## src/core/sbrg_pkg.sv

```systemverilog
/*
 * Constants shared by the serial host bit-rate generator and framer.
 * Assumes a 200 MHz system clock and a 27.12 MHz bit-rate reference derived from it.
 */
package sbrg_pkg;

	// ****************************************************************
	// Clock and reference figures
	// ****************************************************************
	localparam int unsigned CLK_PERIOD_NS = 5;
	localparam int unsigned CLK_KHZ       = 1000000 / CLK_PERIOD_NS;
	localparam int unsigned REF_KHZ       = 27120;
	localparam int unsigned ACC_W         = 18;

	// ****************************************************************
	// Register map
	// ****************************************************************
	localparam logic [7:0] ADDR_RATE_CFG = 8'h3B;
	localparam logic [7:0] ADDR_STATUS   = 8'hF0;
	localparam logic [7:0] RATE_CFG_RST  = 8'h7A;

	localparam int unsigned EXP_LSB = 5;
	localparam int unsigned EXP_W   = 3;
	localparam int unsigned DIV_LSB = 0;
	localparam int unsigned DIV_W   = 5;

	localparam int unsigned ST_TX_BUSY   = 0;
	localparam int unsigned ST_RX_BUSY   = 1;
	localparam int unsigned ST_PENDING   = 2;
	localparam int unsigned ST_FRAME_ERR = 3;

	// ****************************************************************
	// Rate formula and framing
	// ****************************************************************
	localparam int unsigned         BITDIV_W     = 13;
	localparam logic [BITDIV_W-1:0] DIV_ADD_LOW  = 13'h0001;
	localparam logic [BITDIV_W-1:0] DIV_ADD_HIGH = 13'h0021;
	localparam int unsigned         DATA_BITS    = 8;

	typedef enum logic [1:0] {SBRG_IDLE, SBRG_START, SBRG_DATA, SBRG_STOP} sbrg_state_t;

endpackage

```

## src/core/sbrg_ref_tick.sv

```systemverilog
/*
 * Fractional divider that turns the system clock into a one-cycle tick at the reference rate.
 * Assumes the reference rate is below the system clock rate.
 */
`timescale 1ns/100ps

module sbrg_ref_tick
(
	input  wire logic clk,
	input  wire logic reset_n,
	output logic      ref_tick
);

	localparam logic [sbrg_pkg::ACC_W-1:0] STEP = sbrg_pkg::ACC_W'(sbrg_pkg::REF_KHZ);
	localparam logic [sbrg_pkg::ACC_W-1:0] WRAP = sbrg_pkg::ACC_W'(sbrg_pkg::CLK_KHZ);

	logic [sbrg_pkg::ACC_W-1:0] acc_r;
	logic [sbrg_pkg::ACC_W:0]   acc_sum;
	logic                       wraps;

	// The tick spacing jitters by one system cycle; the long-run mean is exact.
	assign acc_sum = {1'b0, acc_r} + {1'b0, STEP};
	assign wraps   = acc_sum >= {1'b0, WRAP};

	always_ff @(posedge clk or negedge reset_n)
	begin
		if (!reset_n)
			acc_r <= '0;
		else if (wraps)
			acc_r <= sbrg_pkg::ACC_W'(acc_sum - {1'b0, WRAP});
		else
			acc_r <= acc_sum[sbrg_pkg::ACC_W-1:0];
	end

	always_ff @(posedge clk or negedge reset_n)
	begin
		if (!reset_n)
			ref_tick <= 1'b0;
		else
			ref_tick <= wraps;
	end

endmodule // sbrg_ref_tick

```

## src/core/sbrg_top.sv

```systemverilog
/*
 * Bit-rate generator and 8N1 character framer for the asynchronous serial host link.
 * Assumes serial_rxd and the register port are synchronous to clk.
 */
`timescale 1ns/100ps

module sbrg_top
(
	input  wire logic       clk,
	input  wire logic       reset_n,
	input  wire logic [7:0] reg_addr,
	input  wire logic [7:0] reg_wdata,
	input  wire logic       reg_wr,
	input  wire logic       reg_rd,
	output logic      [7:0] reg_rdata,
	input  wire logic [7:0] tx_data,
	input  wire logic       tx_valid,
	output logic            tx_ready,
	output logic      [7:0] rx_data,
	output logic            rx_valid,
	output logic            serial_txd,
	input  wire logic       serial_rxd
);

	localparam int unsigned DW = sbrg_pkg::BITDIV_W;

	// ****************************************************************
	// Register port
	// ****************************************************************
	logic [7:0]    serial_bit_rate_config_r;
	logic [7:0]    rate_act_r;
	logic          frame_err_r;
	logic          frame_err_set;
	logic          tx_busy;
	logic          rx_busy;
	logic          sel_rate;
	logic          sel_status;
	logic [7:0]    status_word;
	logic [7:0]    read_mux;

	assign sel_rate   = reg_addr == sbrg_pkg::ADDR_RATE_CFG;
	assign sel_status = reg_addr == sbrg_pkg::ADDR_STATUS;

	assign status_word = {4'h0, frame_err_r, (serial_bit_rate_config_r != rate_act_r), rx_busy, tx_busy};
	assign read_mux    = sel_rate ? serial_bit_rate_config_r : (sel_status ? status_word : 8'h00);

	always_ff @(posedge clk or negedge reset_n)
	begin
		if (!reset_n)
			serial_bit_rate_config_r <= sbrg_pkg::RATE_CFG_RST;
		else if (reg_wr && sel_rate)
			serial_bit_rate_config_r <= reg_wdata;
	end

	always_ff @(posedge clk or negedge reset_n)
	begin
		if (!reset_n)
			reg_rdata <= 8'h00;
		else
			reg_rdata <= reg_rd ? read_mux : 8'h00;
	end

	// A framing error that lands in the clearing cycle survives the clear.
	always_ff @(posedge clk or negedge reset_n)
	begin
		if (!reset_n)
			frame_err_r <= 1'b0;
		else if (frame_err_set)
			frame_err_r <= 1'b1;
		else if (reg_wr && sel_status && reg_wdata[sbrg_pkg::ST_FRAME_ERR])
			frame_err_r <= 1'b0;
	end

	// ****************************************************************
	// Active rate and bit divisor
	// ****************************************************************
	logic [2:0]    exp_f;
	logic [4:0]    div_f;
	logic [DW-1:0] div_base;
	logic [DW-1:0] bit_div;
	logic [DW-1:0] half_div;
	logic          ref_tick;

	// Both directions share one rate, so the copy only moves when both are quiet.
	always_ff @(posedge clk or negedge reset_n)
	begin
		if (!reset_n)
			rate_act_r <= sbrg_pkg::RATE_CFG_RST;
		else if (!tx_busy && !rx_busy)
			rate_act_r <= serial_bit_rate_config_r;
	end

	assign exp_f    = rate_act_r[sbrg_pkg::EXP_LSB +: sbrg_pkg::EXP_W];
	assign div_f    = rate_act_r[sbrg_pkg::DIV_LSB +: sbrg_pkg::DIV_W];
	assign div_base = {{(DW-5){1'b0}}, div_f} + ((exp_f == 3'h0) ? sbrg_pkg::DIV_ADD_LOW : sbrg_pkg::DIV_ADD_HIGH);
	assign bit_div  = (exp_f == 3'h0) ? div_base : DW'(div_base << (exp_f - 3'h1));
	assign half_div = {1'b0, bit_div[DW-1:1]};

	sbrg_ref_tick u_ref_tick
	(
		.clk      (clk),
		.reset_n  (reset_n),
		.ref_tick (ref_tick)
	);

	// ****************************************************************
	// Transmitter
	// ****************************************************************
	sbrg_pkg::sbrg_state_t tx_state_r;
	sbrg_pkg::sbrg_state_t tx_state_nxt;
	logic [DW-1:0] tx_cnt_r;
	logic [2:0]    tx_idx_r;
	logic [7:0]    tx_shift_r;
	logic          tx_bit_end;
	logic          tx_take;

	assign tx_busy    = tx_state_r != sbrg_pkg::SBRG_IDLE;
	assign tx_ready   = !tx_busy;
	assign tx_take    = tx_valid && tx_ready;
	assign tx_bit_end = tx_busy && ref_tick && (tx_cnt_r == bit_div - 1'b1);

	always_comb
	begin
		tx_state_nxt = tx_state_r;
		case (tx_state_r)
			sbrg_pkg::SBRG_IDLE:  if (tx_take) tx_state_nxt = sbrg_pkg::SBRG_START;
			sbrg_pkg::SBRG_START: if (tx_bit_end) tx_state_nxt = sbrg_pkg::SBRG_DATA;
			sbrg_pkg::SBRG_DATA:  if (tx_bit_end && tx_idx_r == 3'h7) tx_state_nxt = sbrg_pkg::SBRG_STOP;
			sbrg_pkg::SBRG_STOP:  if (tx_bit_end) tx_state_nxt = sbrg_pkg::SBRG_IDLE;
			default:              tx_state_nxt = sbrg_pkg::SBRG_IDLE;
		endcase
	end

	always_ff @(posedge clk or negedge reset_n)
	begin
		if (!reset_n)
			tx_state_r <= sbrg_pkg::SBRG_IDLE;
		else
			tx_state_r <= tx_state_nxt;
	end

	always_ff @(posedge clk or negedge reset_n)
	begin
		if (!reset_n)
			tx_cnt_r <= '0;
		else if (!tx_busy || tx_bit_end)
			tx_cnt_r <= '0;
		else if (ref_tick)
			tx_cnt_r <= tx_cnt_r + 1'b1;
	end

	always_ff @(posedge clk or negedge reset_n)
	begin
		if (!reset_n)
		begin
			tx_idx_r   <= 3'h0;
			tx_shift_r <= 8'h00;
		end
		else if (tx_take)
		begin
			tx_idx_r   <= 3'h0;
			tx_shift_r <= tx_data;
		end
		else if (tx_bit_end && tx_state_r == sbrg_pkg::SBRG_DATA)
		begin
			tx_idx_r   <= tx_idx_r + 3'h1;
			tx_shift_r <= {1'b0, tx_shift_r[7:1]};
		end
	end

	always_ff @(posedge clk or negedge reset_n)
	begin
		if (!reset_n)
			serial_txd <= 1'b1;
		else if (tx_state_nxt == sbrg_pkg::SBRG_START)
			serial_txd <= 1'b0;
		else if (tx_state_nxt == sbrg_pkg::SBRG_DATA)
			serial_txd <= (tx_bit_end && tx_state_r == sbrg_pkg::SBRG_DATA) ? tx_shift_r[1] : tx_shift_r[0];
		else
			serial_txd <= 1'b1;
	end

	// ****************************************************************
	// Receiver
	// ****************************************************************
	sbrg_pkg::sbrg_state_t rx_state_r;
	logic [DW-1:0] rx_cnt_r;
	logic [2:0]    rx_idx_r;
	logic [7:0]    rx_shift_r;
	logic          rx_prev_r;
	logic          rx_sample;
	logic          rx_begin;

	assign rx_busy   = rx_state_r != sbrg_pkg::SBRG_IDLE;
	assign rx_begin  = !rx_busy && rx_prev_r && !serial_rxd;
	// The start bit is checked in its middle, every later bit one full bit time on.
	assign rx_sample = rx_busy && ref_tick &&
		(rx_cnt_r == ((rx_state_r == sbrg_pkg::SBRG_START) ? half_div : bit_div - 1'b1));
	assign frame_err_set = rx_sample && rx_state_r == sbrg_pkg::SBRG_STOP && !serial_rxd;

	always_ff @(posedge clk or negedge reset_n)
	begin
		if (!reset_n)
			rx_prev_r <= 1'b1;
		else
			rx_prev_r <= serial_rxd;
	end

	always_ff @(posedge clk or negedge reset_n)
	begin
		if (!reset_n)
			rx_cnt_r <= '0;
		else if (!rx_busy || rx_sample)
			rx_cnt_r <= '0;
		else if (ref_tick)
			rx_cnt_r <= rx_cnt_r + 1'b1;
	end

	always_ff @(posedge clk or negedge reset_n)
	begin
		if (!reset_n)
			rx_state_r <= sbrg_pkg::SBRG_IDLE;
		else
		begin
			case (rx_state_r)
				sbrg_pkg::SBRG_IDLE:  if (rx_begin) rx_state_r <= sbrg_pkg::SBRG_START;
				sbrg_pkg::SBRG_START:
					if (rx_sample)
						rx_state_r <= serial_rxd ? sbrg_pkg::SBRG_IDLE : sbrg_pkg::SBRG_DATA;
				sbrg_pkg::SBRG_DATA:
					if (rx_sample && rx_idx_r == 3'h7)
						rx_state_r <= sbrg_pkg::SBRG_STOP;
				sbrg_pkg::SBRG_STOP:  if (rx_sample) rx_state_r <= sbrg_pkg::SBRG_IDLE;
				default:              rx_state_r <= sbrg_pkg::SBRG_IDLE;
			endcase
		end
	end

	always_ff @(posedge clk or negedge reset_n)
	begin
		if (!reset_n)
		begin
			rx_idx_r   <= 3'h0;
			rx_shift_r <= 8'h00;
		end
		else if (rx_begin)
			rx_idx_r <= 3'h0;
		else if (rx_sample && rx_state_r == sbrg_pkg::SBRG_DATA)
		begin
			rx_idx_r   <= rx_idx_r + 3'h1;
			rx_shift_r <= {serial_rxd, rx_shift_r[7:1]};
		end
	end

	// A character with a broken stop bit is flagged and not delivered.
	always_ff @(posedge clk or negedge reset_n)
	begin
		if (!reset_n)
		begin
			rx_data  <= 8'h00;
			rx_valid <= 1'b0;
		end
		else
		begin
			rx_valid <= rx_sample && rx_state_r == sbrg_pkg::SBRG_STOP && serial_rxd;
			if (rx_sample && rx_state_r == sbrg_pkg::SBRG_STOP && serial_rxd)
				rx_data <= rx_shift_r;
		end
	end

	// ****************************************************************
	// Assertions
	// ****************************************************************
	logic          cfg_written_r;
	logic [DW+2:0] ref_seen_r;
	logic [3:0]    tx_bits_r;

	always_ff @(posedge clk or negedge reset_n)
	begin
		if (!reset_n)
			cfg_written_r <= 1'b0;
		else if (reg_wr && sel_rate)
			cfg_written_r <= 1'b1;
	end

	always_ff @(posedge clk or negedge reset_n)
	begin
		if (!reset_n)
			ref_seen_r <= '0;
		else if (tx_take)
			ref_seen_r <= '0;
		else if (ref_tick && tx_busy)
			ref_seen_r <= ref_seen_r + 1'b1;
	end

	always_ff @(posedge clk or negedge reset_n)
	begin
		if (!reset_n)
			tx_bits_r <= 4'h0;
		else if (tx_take)
			tx_bits_r <= 4'h0;
		else if (tx_bit_end)
			tx_bits_r <= tx_bits_r + 4'h1;
	end
endmodule // sbrg_top

```

## config.mk

```make
export PLATFORM = sky130hd
export DESIGN_NAME = sbrg_top
export DESIGN_NICKNAME = d
export VERILOG_FILES = /design/src/core/sbrg_pkg.sv /design/src/core/sbrg_ref_tick.sv /design/src/core/sbrg_top.sv
export SDC_FILE = /design/constraint.sdc
export NUM_CORES = 1
export LEC_CHECK = 0
export BUFFER_PORTS_ARGS = -buffer_cell sky130_fd_sc_hd__buf_2
export CORE_AREA = 2 2 127 129
export CTS_CLUSTER_SIZE = 28
export DETAILED_ROUTE_END_ITERATION = 8
export DIE_AREA = 0 0 129 131
export MAX_ROUTING_LAYER = met4
export PLACE_DENSITY = 0.7
export SLEW_MARGIN = 30
export SYNTH_ARGS = -nofsm -noshare
export SYNTH_HDL_FRONTEND = slang
export SYNTH_HIERARCHICAL = 1
export SYNTH_SLANG_ARGS = --single-unit
```

## constraint.sdc

```tcl
create_clock -name clk -period 4.42 [get_ports clk]
set_input_delay 0.221 -clock clk [delete_from_list [all_inputs] [get_ports clk]]
set_output_delay 0.221 -clock clk [all_outputs]
set_load 0.03 [all_outputs]
```

==> impl_summary.txt, run 1 <==
----------------------------------------------------
[Min path]
  Class of the most critical hold timing path ... input pin to register
  Hold wc startpoint ... tx_data[7]

[Placement]
  Total placed instance area ... roughly 0.0084 sq mm
  Number of input and output port buffers inserted ... 48
  Final Wtd Congestion ... approximately 0.99
  Detailed-placement wirelength estimate ... ~14 mm
  Worst setup timing slack at the placement stage ... -0.0515 ns
  Number of placed instances, taps included ... ~1,100

[GRT]
  All-layer global routing usage ... about a quarter
  Via count of the first global-routing pass ... ~6,000
  Wire length of the first global-routing pass ... a little over 30 mm
  Initial antenna violation count ... 0
  Global-route congestion overflow total ... 0
  Pin count of the biggest net entering global routing ... 73

[Timing]
  Unrepaired setup endpoints after global routing ... false
  Max transition margin ... 32.9%
  Total count of hold-check failures in the final report ... 0
  Final setup TNS ... 0 ns
  Slew at the pin closest to its max-slew limit ... 0.982 ns
  Final worst setup slack ... 0.195 ns
  Finish-stage setup viols ... 0
  Worst hold margin ... approximately 0.083 ns
  Final slew viol count ... 0
  Fmax ... about 240 MHz
  Final period utilization ... between 90% and 100%
  Final critical delay including setup and external delays ... between 4 and 5 ns
  Layout Skew ... 0.0116 ns

[Synth]
  Post-synth EDFFs ... 0
  Portion of synthesized cell area occupied by the leading cell type ... just under 30%
  Cell with the most instances after synthesis ... dfrtp_1
  Cell type contributing the most total cell area after synthesis ... dfrtp_1
  Commonest register cell after synthesis ... dfrtp_1
  Synth Area per Inst ... roughly 9.2 sq um
  Sequential element share of the synthesized area ... between 30% and 40%
  Warning count from the yosys run ... 6
  Distinct cell type count of the synthesized netlist ... slightly above 100
  Synthesized netlist net count ... ~880
  Synth cell count leaders ... 91 x dfrtp_1, 76 x nor2_1, 70 x nand2_1
  Mapped cell area ... around 0.0077 sq mm
  Post-synthesis async set-or-reset flop share ... 100%
  Instance count of the mapped netlist ... approximately 830
  Cell types with the largest area share after synthesis ... dfrtp_1 30%, xnor2_1 5.9%, dfstp_2 4.1%
  Seq cells post-synth ... roughly 100

[Finish]
  Post-layout instance area ... approximately 0.0089 sq mm
  Fraction of layout instances using a drive strength above 1 ... around 24%
  Number of standard cells in the layout, taps in and fillers out ... ~1,100
  Filler Cell Count ... ~1,400
  Syn-to-layout area delta ... 16.1%
  Ant diodes ... 0
  Total area of multi-input combinational cells ... 0.00496 sq mm
  Utilization after layout ... between 50% and 60%
  Sequential cell area ... approximately 0.0026 sq mm
  Number of nets at the end of the flow ... about 940

[Worst setup path]
  Worst setup path class ... register to register
  Setup crit start ... rate_act_r[6]
  End of the worst register-to-register path ... rx_shift_r[3]
  Worst reg2reg setup slack ... 0.19 ns
  Required @ worst endpoint ... between 4 and 5 ns
  CP Data Arrival Time ... 4.47 ns
  Crit start category ... register
  Critical Path Fanout Max ... 6
  Path depth of the worst reg2reg path ... 16
  Type of element capturing the critical path ... register
  Startpoint of the worst register-to-register path ... rate_act_r[6]
  Capturing instance or port of the critical path ... rx_shift_r[3]

[Clocking]
  CTS Buf Count ... 9
  Worst-Skew Late Latency ... 0.36 ns
  Root Buffer Master ... clkbuf_16
  Clock input transition at the sequential cells of the worst setup and hold paths ... ~0.080 ns
  Number of sinks handled by clock tree synthesis ... 103
  H-tree depth ... 3
  Maximum number of buffers from clock root to sink ... 2
  CTS tree ... done

[Routing]
  Via-per-instance ratio ... 5.77
  Final Routed Wirelength ... 19.1 mm
  Routed wire per std cell ... ~17 um
  Vias after detailed routing ... about 6,500
  Initial DRC Count ... roughly 420
  Number of iterations in the first detailed-routing pass ... 5
  Post-route antenna net violation count ... 0
  Post-route DRC violation count ... 0

[Die]
  Core Footprint ... around 0.016 sq mm
  Floorplan die height ... between 100 and 150 um
  Horiz. Die Dim ... around 130 um
  Std cell rows ... 46
  Initial core utilization ... between 40% and 50%
  Boundary pin count ... 49
  Total Die Area ... 0.0169 sq mm

[Run]
  Number of maximum-capacitance violations ... 0

[Pwr]
  Leakage ... approximately 4.0 nW
  Total power draw ... 3.49 mW
  Pwr per Cell Area ... about 400 mW/mm^2
  Worst ir drop on vdd ... 0.000280 V

[Status]
  Status ... finished clean

----------------------------------------------------
-- routing by layer --
layer  vias up  track usage (%)  share of wire, %
li1       3173                -                 -
met1      3087             33.5                46
met2       176             37.2                46
met3        26             3.34               5.8
met4         0             7.48               1.9
met5         -                -                 0
-- cell usage in the layout, fill, tap and decap left out, types with 9 or more instances in the layout --
cell,synthesis,layout
nand2b_1,17,17
mux2_1,10,10
dfrtp_1,91,91
buf_4,4,49
nor3_1,22,22
mux2_2,17,17
and2_1,15,15
buf_2,14,47
mux2i_1,14,14
inv_1,27,26
nand2_1,70,69
nand3b_1,9,9
a21oi_1,30,29
o211ai_1,9,9
nand4_1,14,14
o21ai_0,31,30
clkbuf_16,0,10
xnor2_1,52,52
and3_1,20,18
dfstp_2,12,12
nor2_1,76,74
xor2_1,16,15
ha_1,14,11
nand3_1,30,30
-- registers in the layout (all words and copies together), names as in the netlist, named ones only --
name                      cells
frame_err_r                   1
rate_act_r                    8
reg_rdata                     8
rx_cnt_r                     13
rx_data                       8
rx_idx_r                      3
rx_prev_r                     1
rx_shift_r                    8
rx_state_r                    1
rx_valid                      1
serial_bit_rate_config_r      8
serial_txd                    1
tx_cnt_r                     13
tx_idx_r                      3
tx_shift_r                    8
tx_state_r                    2
u_ref_tick/acc_r             14
u_ref_tick/ref_tick           1
-- worst max-delay path, stage by stage (launching register included) --
cell and delay (ns):
dfstp_2 0.55, inv_2 0.07, ha_4 0.17, nor2b_2 0.21, nor3_2 0.41, o31ai_2 0.19
buf_4 0.19, a22o_1 0.22, nor4_1 0.37, buf_4 0.19, o2111ai_1 0.18, nor4b_4 0.24
nand4bb_1 0.17, a2111oi_4 0.24, buf_6 0.19, nand3b_2 0.17, mux2_4 0.35
-- worst min path at each step --
stage | end | slack, ns | depth (start not counted)
floorplan | asynchronous set/reset pin | -0.07 | 0
global placement | rx_prev_r | 0.38 | 1
detailed placement | rx_prev_r | 0.38 | 1
CTS | reg_rdata[5] | 0.03 | 1
global route | tx_shift_r[7] | 0.09 | 3
finish | tx_shift_r[7] | 0.08 | 3
-- logic make-up (layout without fill, tap and decap cells) --
kind of cell             count (synthesis)  after routing  share of synthesized area [%]
multiplexers                            49             49                           7.33
buffers and inverters                   77            148                           4.54
AO/OA/AOI/OAI                          173            173                           17.2
XOR/XNOR                                79             79                           11.0
flip-flops                             103            103                           33.8
adder cells (fa/ha/maj)                 14             14                           2.28
AND/OR/NAND/NOR                        337            338                           23.9
-- report_power, final --
part / total, mW / switching (mW) / internal (mW)
clock network: 0.780 / 0.382 / 0.398
logic: 1.52 / 0.852 / 0.667
registers: 1.19 / 0.134 / 1.05
total: 3.49 / 1.37 / 2.12
-- area by class of cell --
type | instances | share of cell area, %
Clock inverter | 6 | 0.701
Multi-Input combinational cell | 653 | 55.6
Sequential cell | 103 | 29.1
Inverter | 30 | 1.32
Clock buffer | 10 | 2.57
Tap cell | 216 | 3.03
Timing Repair Buffer | 102 | 7.74
-- what timing repair did --
action / in CTS / in global routing
buffers inserted: 1 / 2
endpoints found under the setup margin: 20 / 35
endpoints found under the hold margin: 1 / 60
gates cloned: 0 / 2
hold buffers: 1 / 1
pin swaps: 2 / 5
resized for setup: 3 / 17
No activity file was read; power rests on OpenSTA's default activity.
==> inputs of run 2 (changes only) <==
--- a/config.mk
+++ b/config.mk
@@ -11,7 +11,7 @@
 export DETAILED_ROUTE_END_ITERATION = 8
 export DIE_AREA = 0 0 129 131
 export MAX_ROUTING_LAYER = met4
-export PLACE_DENSITY = 0.7
+export PLACE_DENSITY_LB_ADDON = 0.12
 export SLEW_MARGIN = 30
 export SYNTH_ARGS = -nofsm -noshare
 export SYNTH_HDL_FRONTEND = slang
==> run 2 against run 1 <==
  * Maximum frequency decreased by 1.3%
  * Die area unchanged
  * Setup slack got worse by 0.054 ns
  * Non-clock buffer count increased by 10
  * Critical path type unchanged
  * Critical endpoint is now rx_shift_r[7]
  * Largest cell class unchanged
==> impl_summary.txt, run 2 (synthesis results as in run 1) <==
----------------------------------------------------
[Placement]
  Number of input and output port buffers inserted ... 48
  Worst setup timing slack at the placement stage ... -0.0487 ns
  Detailed-placement wirelength estimate ... around 16 mm
  Final Wtd Congestion ... 0.997
  Number of placed instances, taps included ... 1,098

[Timing]
  Layout Skew ... between 0.008 and 0.009 ns
  Final slew viol count ... 0
  Unrepaired setup endpoints after global routing ... true
  Fmax ... about 230 MHz
  Finish-stage setup viols ... 0
  Final period utilization ... between 90% and 100%
  Final critical delay including setup and external delays ... ~4.3 ns
  Slew at the pin closest to its max-slew limit ... ~0.73 ns
  Final worst setup slack ... roughly 0.14 ns
  Total count of hold-check failures in the final report ... 0
  Max transition margin ... between 50% and 60%

[Finish]
  Syn-to-layout area delta ... 17.0%
  Flip-flop count of the largest register after layout ... 14
  Most common library cell in the layout ignoring fill and taps ... dfrtp_1
  Utilization after layout ... ~58%
  Filler Cell Count ... 1,385
  Number of nets at the end of the flow ... approximately 950
  Ant diodes ... 0
  Fraction of layout instances using a drive strength above 1 ... 25.6%
  Number of standard cells in the layout, taps in and fillers out ... about 1,100
  Reg with most FFs ... u_ref_tick/acc_r
  Commonest cells after routing, fill and taps aside ... 91 x dfrtp_1, 74 x nor2_1, 69 x nand2_1, 58 x buf_4, 52 x xnor2_1
  Largest registers ... u_ref_tick/acc_r x14, rx_cnt_r x13, tx_cnt_r x13

[Worst setup path]
  Crit start category ... register
  Worst setup path class ... register to register
  Type of element capturing the critical path ... register
  Critical Path Fanout Max ... 8
  Required @ worst endpoint ... ~4.7 ns
  CP Data Arrival Time ... around 4.5 ns

[Clocking]
  Clock input transition at the sequential cells of the worst setup and hold paths ... approximately 0.070 ns
  H-tree depth ... 3
  Worst-Skew Late Latency ... 0.35 ns
  Root Buffer Master ... clkbuf_16
  CTS Buf Count ... 9
  CTS tree ... done
  Maximum number of buffers from clock root to sink ... 2
  Number of sinks handled by clock tree synthesis ... between 100 and 150

[Die]
  Std cell rows ... 46
  Floorplan die height ... roughly 130 um
  Boundary pin count ... 49
  Horiz. Die Dim ... 129 um
  Core Footprint ... between 0.015 and 0.02 sq mm
  Initial core utilization ... between 40% and 50%
  Total Die Area ... 0.0169 sq mm

[GRT]
  Initial antenna violation count ... 0
  Wire length of the first global-routing pass ... around 34 mm
  All-layer global routing usage ... a little over a quarter
  Via count of the first global-routing pass ... between 6,000 and 7,000
  Pin count of the biggest net entering global routing ... 61
  Global-route congestion overflow total ... 0

[Routing]
  Initial DRC Count ... about 440
  Routed wire per std cell ... 18.1 um
  Vias after detailed routing ... around 6,600
  Total length of routed met3 wires ... 784 um
  Post-route antenna net violation count ... 0
  Detailed-routed wire length on met2 ... roughly 9.9 mm
  Final Routed Wirelength ... around 20 mm
  Via-per-instance ratio ... approximately 6
  Number of iterations in the first detailed-routing pass ... 5
  Highest metal layer with signal wires ... met4
  Routed metal-1 wire length ... around 9.4 mm
  Post-route DRC violation count ... 0

[Pwr]
  Pwr per Cell Area ... just under 400 mW/mm^2
  Leakage ... 4.06 nW
  Total power draw ... approximately 3.6 mW
  Worst ir drop on vdd ... between 0.0002 and 0.0003 V

[Min path]
  Class of the most critical hold timing path ... input pin to register

[Status]
  Status ... finished clean

[Run]
  Number of maximum-capacitance violations ... 0

----------------------------------------------------
==> run 2: metrics by stage <==
stage | TNS [ns] | hold WS, ns | instance area, sq um
after floorplan | 0 | -0.0746 | 7810
after global placement | 0 | 0.325 | 8430
after detailed placement | -0.0983 | 0.337 | 8430
after CTS | 0 | 0.0104 | 8780
after global routing | -0.162 | 0.0211 | 8990
final | 0 | 0.0259 | 8990
==> run 2: area by class of cell <==
| cell class | count | area [sq um] | share of cell area [%] |
|---|---|---|---|
| clock buffer | 12 | 236 | 2.63 |
| sequential | 103 | 2590 | 28.8 |
| timing repair buffer | 112 | 744 | 8.28 |
| multi-input combinational | 653 | 5000 | 55.6 |
| tap | 216 | 270 | 3.01 |
| clock inverter | 4 | 32.5 | 0.362 |
| inverter | 30 | 118 | 1.31 |
==> run 2: power by group <==
part           total, mW  leakage (nW)  internal [mW]  switching (mW)
clock              0.740         0.129          0.387           0.353
sequential          1.20          1.30           1.05           0.141
combinational       1.63          2.63          0.727           0.903
==> run 2: path summary, 6_finish.rpt <==
| check | startpoint | to | slack (ns) | depth (start not counted) |
|---|---|---|---|---|
| min in group asynchronous | reset_n | rx_shift_r[6] | 0.48 | 2 |
| min | serial_rxd | rx_prev_r | 0.03 | 1 |
| min reg2reg | frame_err_r | frame_err_r | 0.49 | 2 |
| max reg2reg | rate_act_r[5] | rx_shift_r[7] | 0.14 | 16 |
| max | rate_act_r[5] | rx_shift_r[7] | 0.14 | 16 |
| max in group asynchronous | reset_n | tx_cnt_r[0] | 2.89 | 3 |
==> run 2: routing by layer <==
layer | track usage, % | vias to the layer above
li1 | - | 3182
met5 | - | -
met3 | 3.30 | 25
met1 | 34.1 | 3228
met4 | 7.42 | 0
met2 | 43.4 | 155
==> run 2: repair_timing <==
action,in CTS,in global routing
resized for setup,7,28
pin swaps,7,10
cloned,0,3
buffers inserted,5,7
hold buffers,1,0
endpoints found under the setup margin,17,56
endpoints found under the hold margin,50,0
==> run 2: critical path, cell delays in order, from the launching register on <==
cell       delay (ns)
dfstp_2          0.54
inv_2            0.07
ha_4             0.29
buf_4            0.18
buf_4            0.14
nand3_1          0.09
mux2i_2          0.11
o31a_1           0.36
nor4_4           0.30
and4_4           0.28
xnor3_1          0.23
a211o_1          0.24
a21o_1           0.19
a2111oi_4        0.44
buf_6            0.21
nand3b_4         0.14
mux2_4           0.34
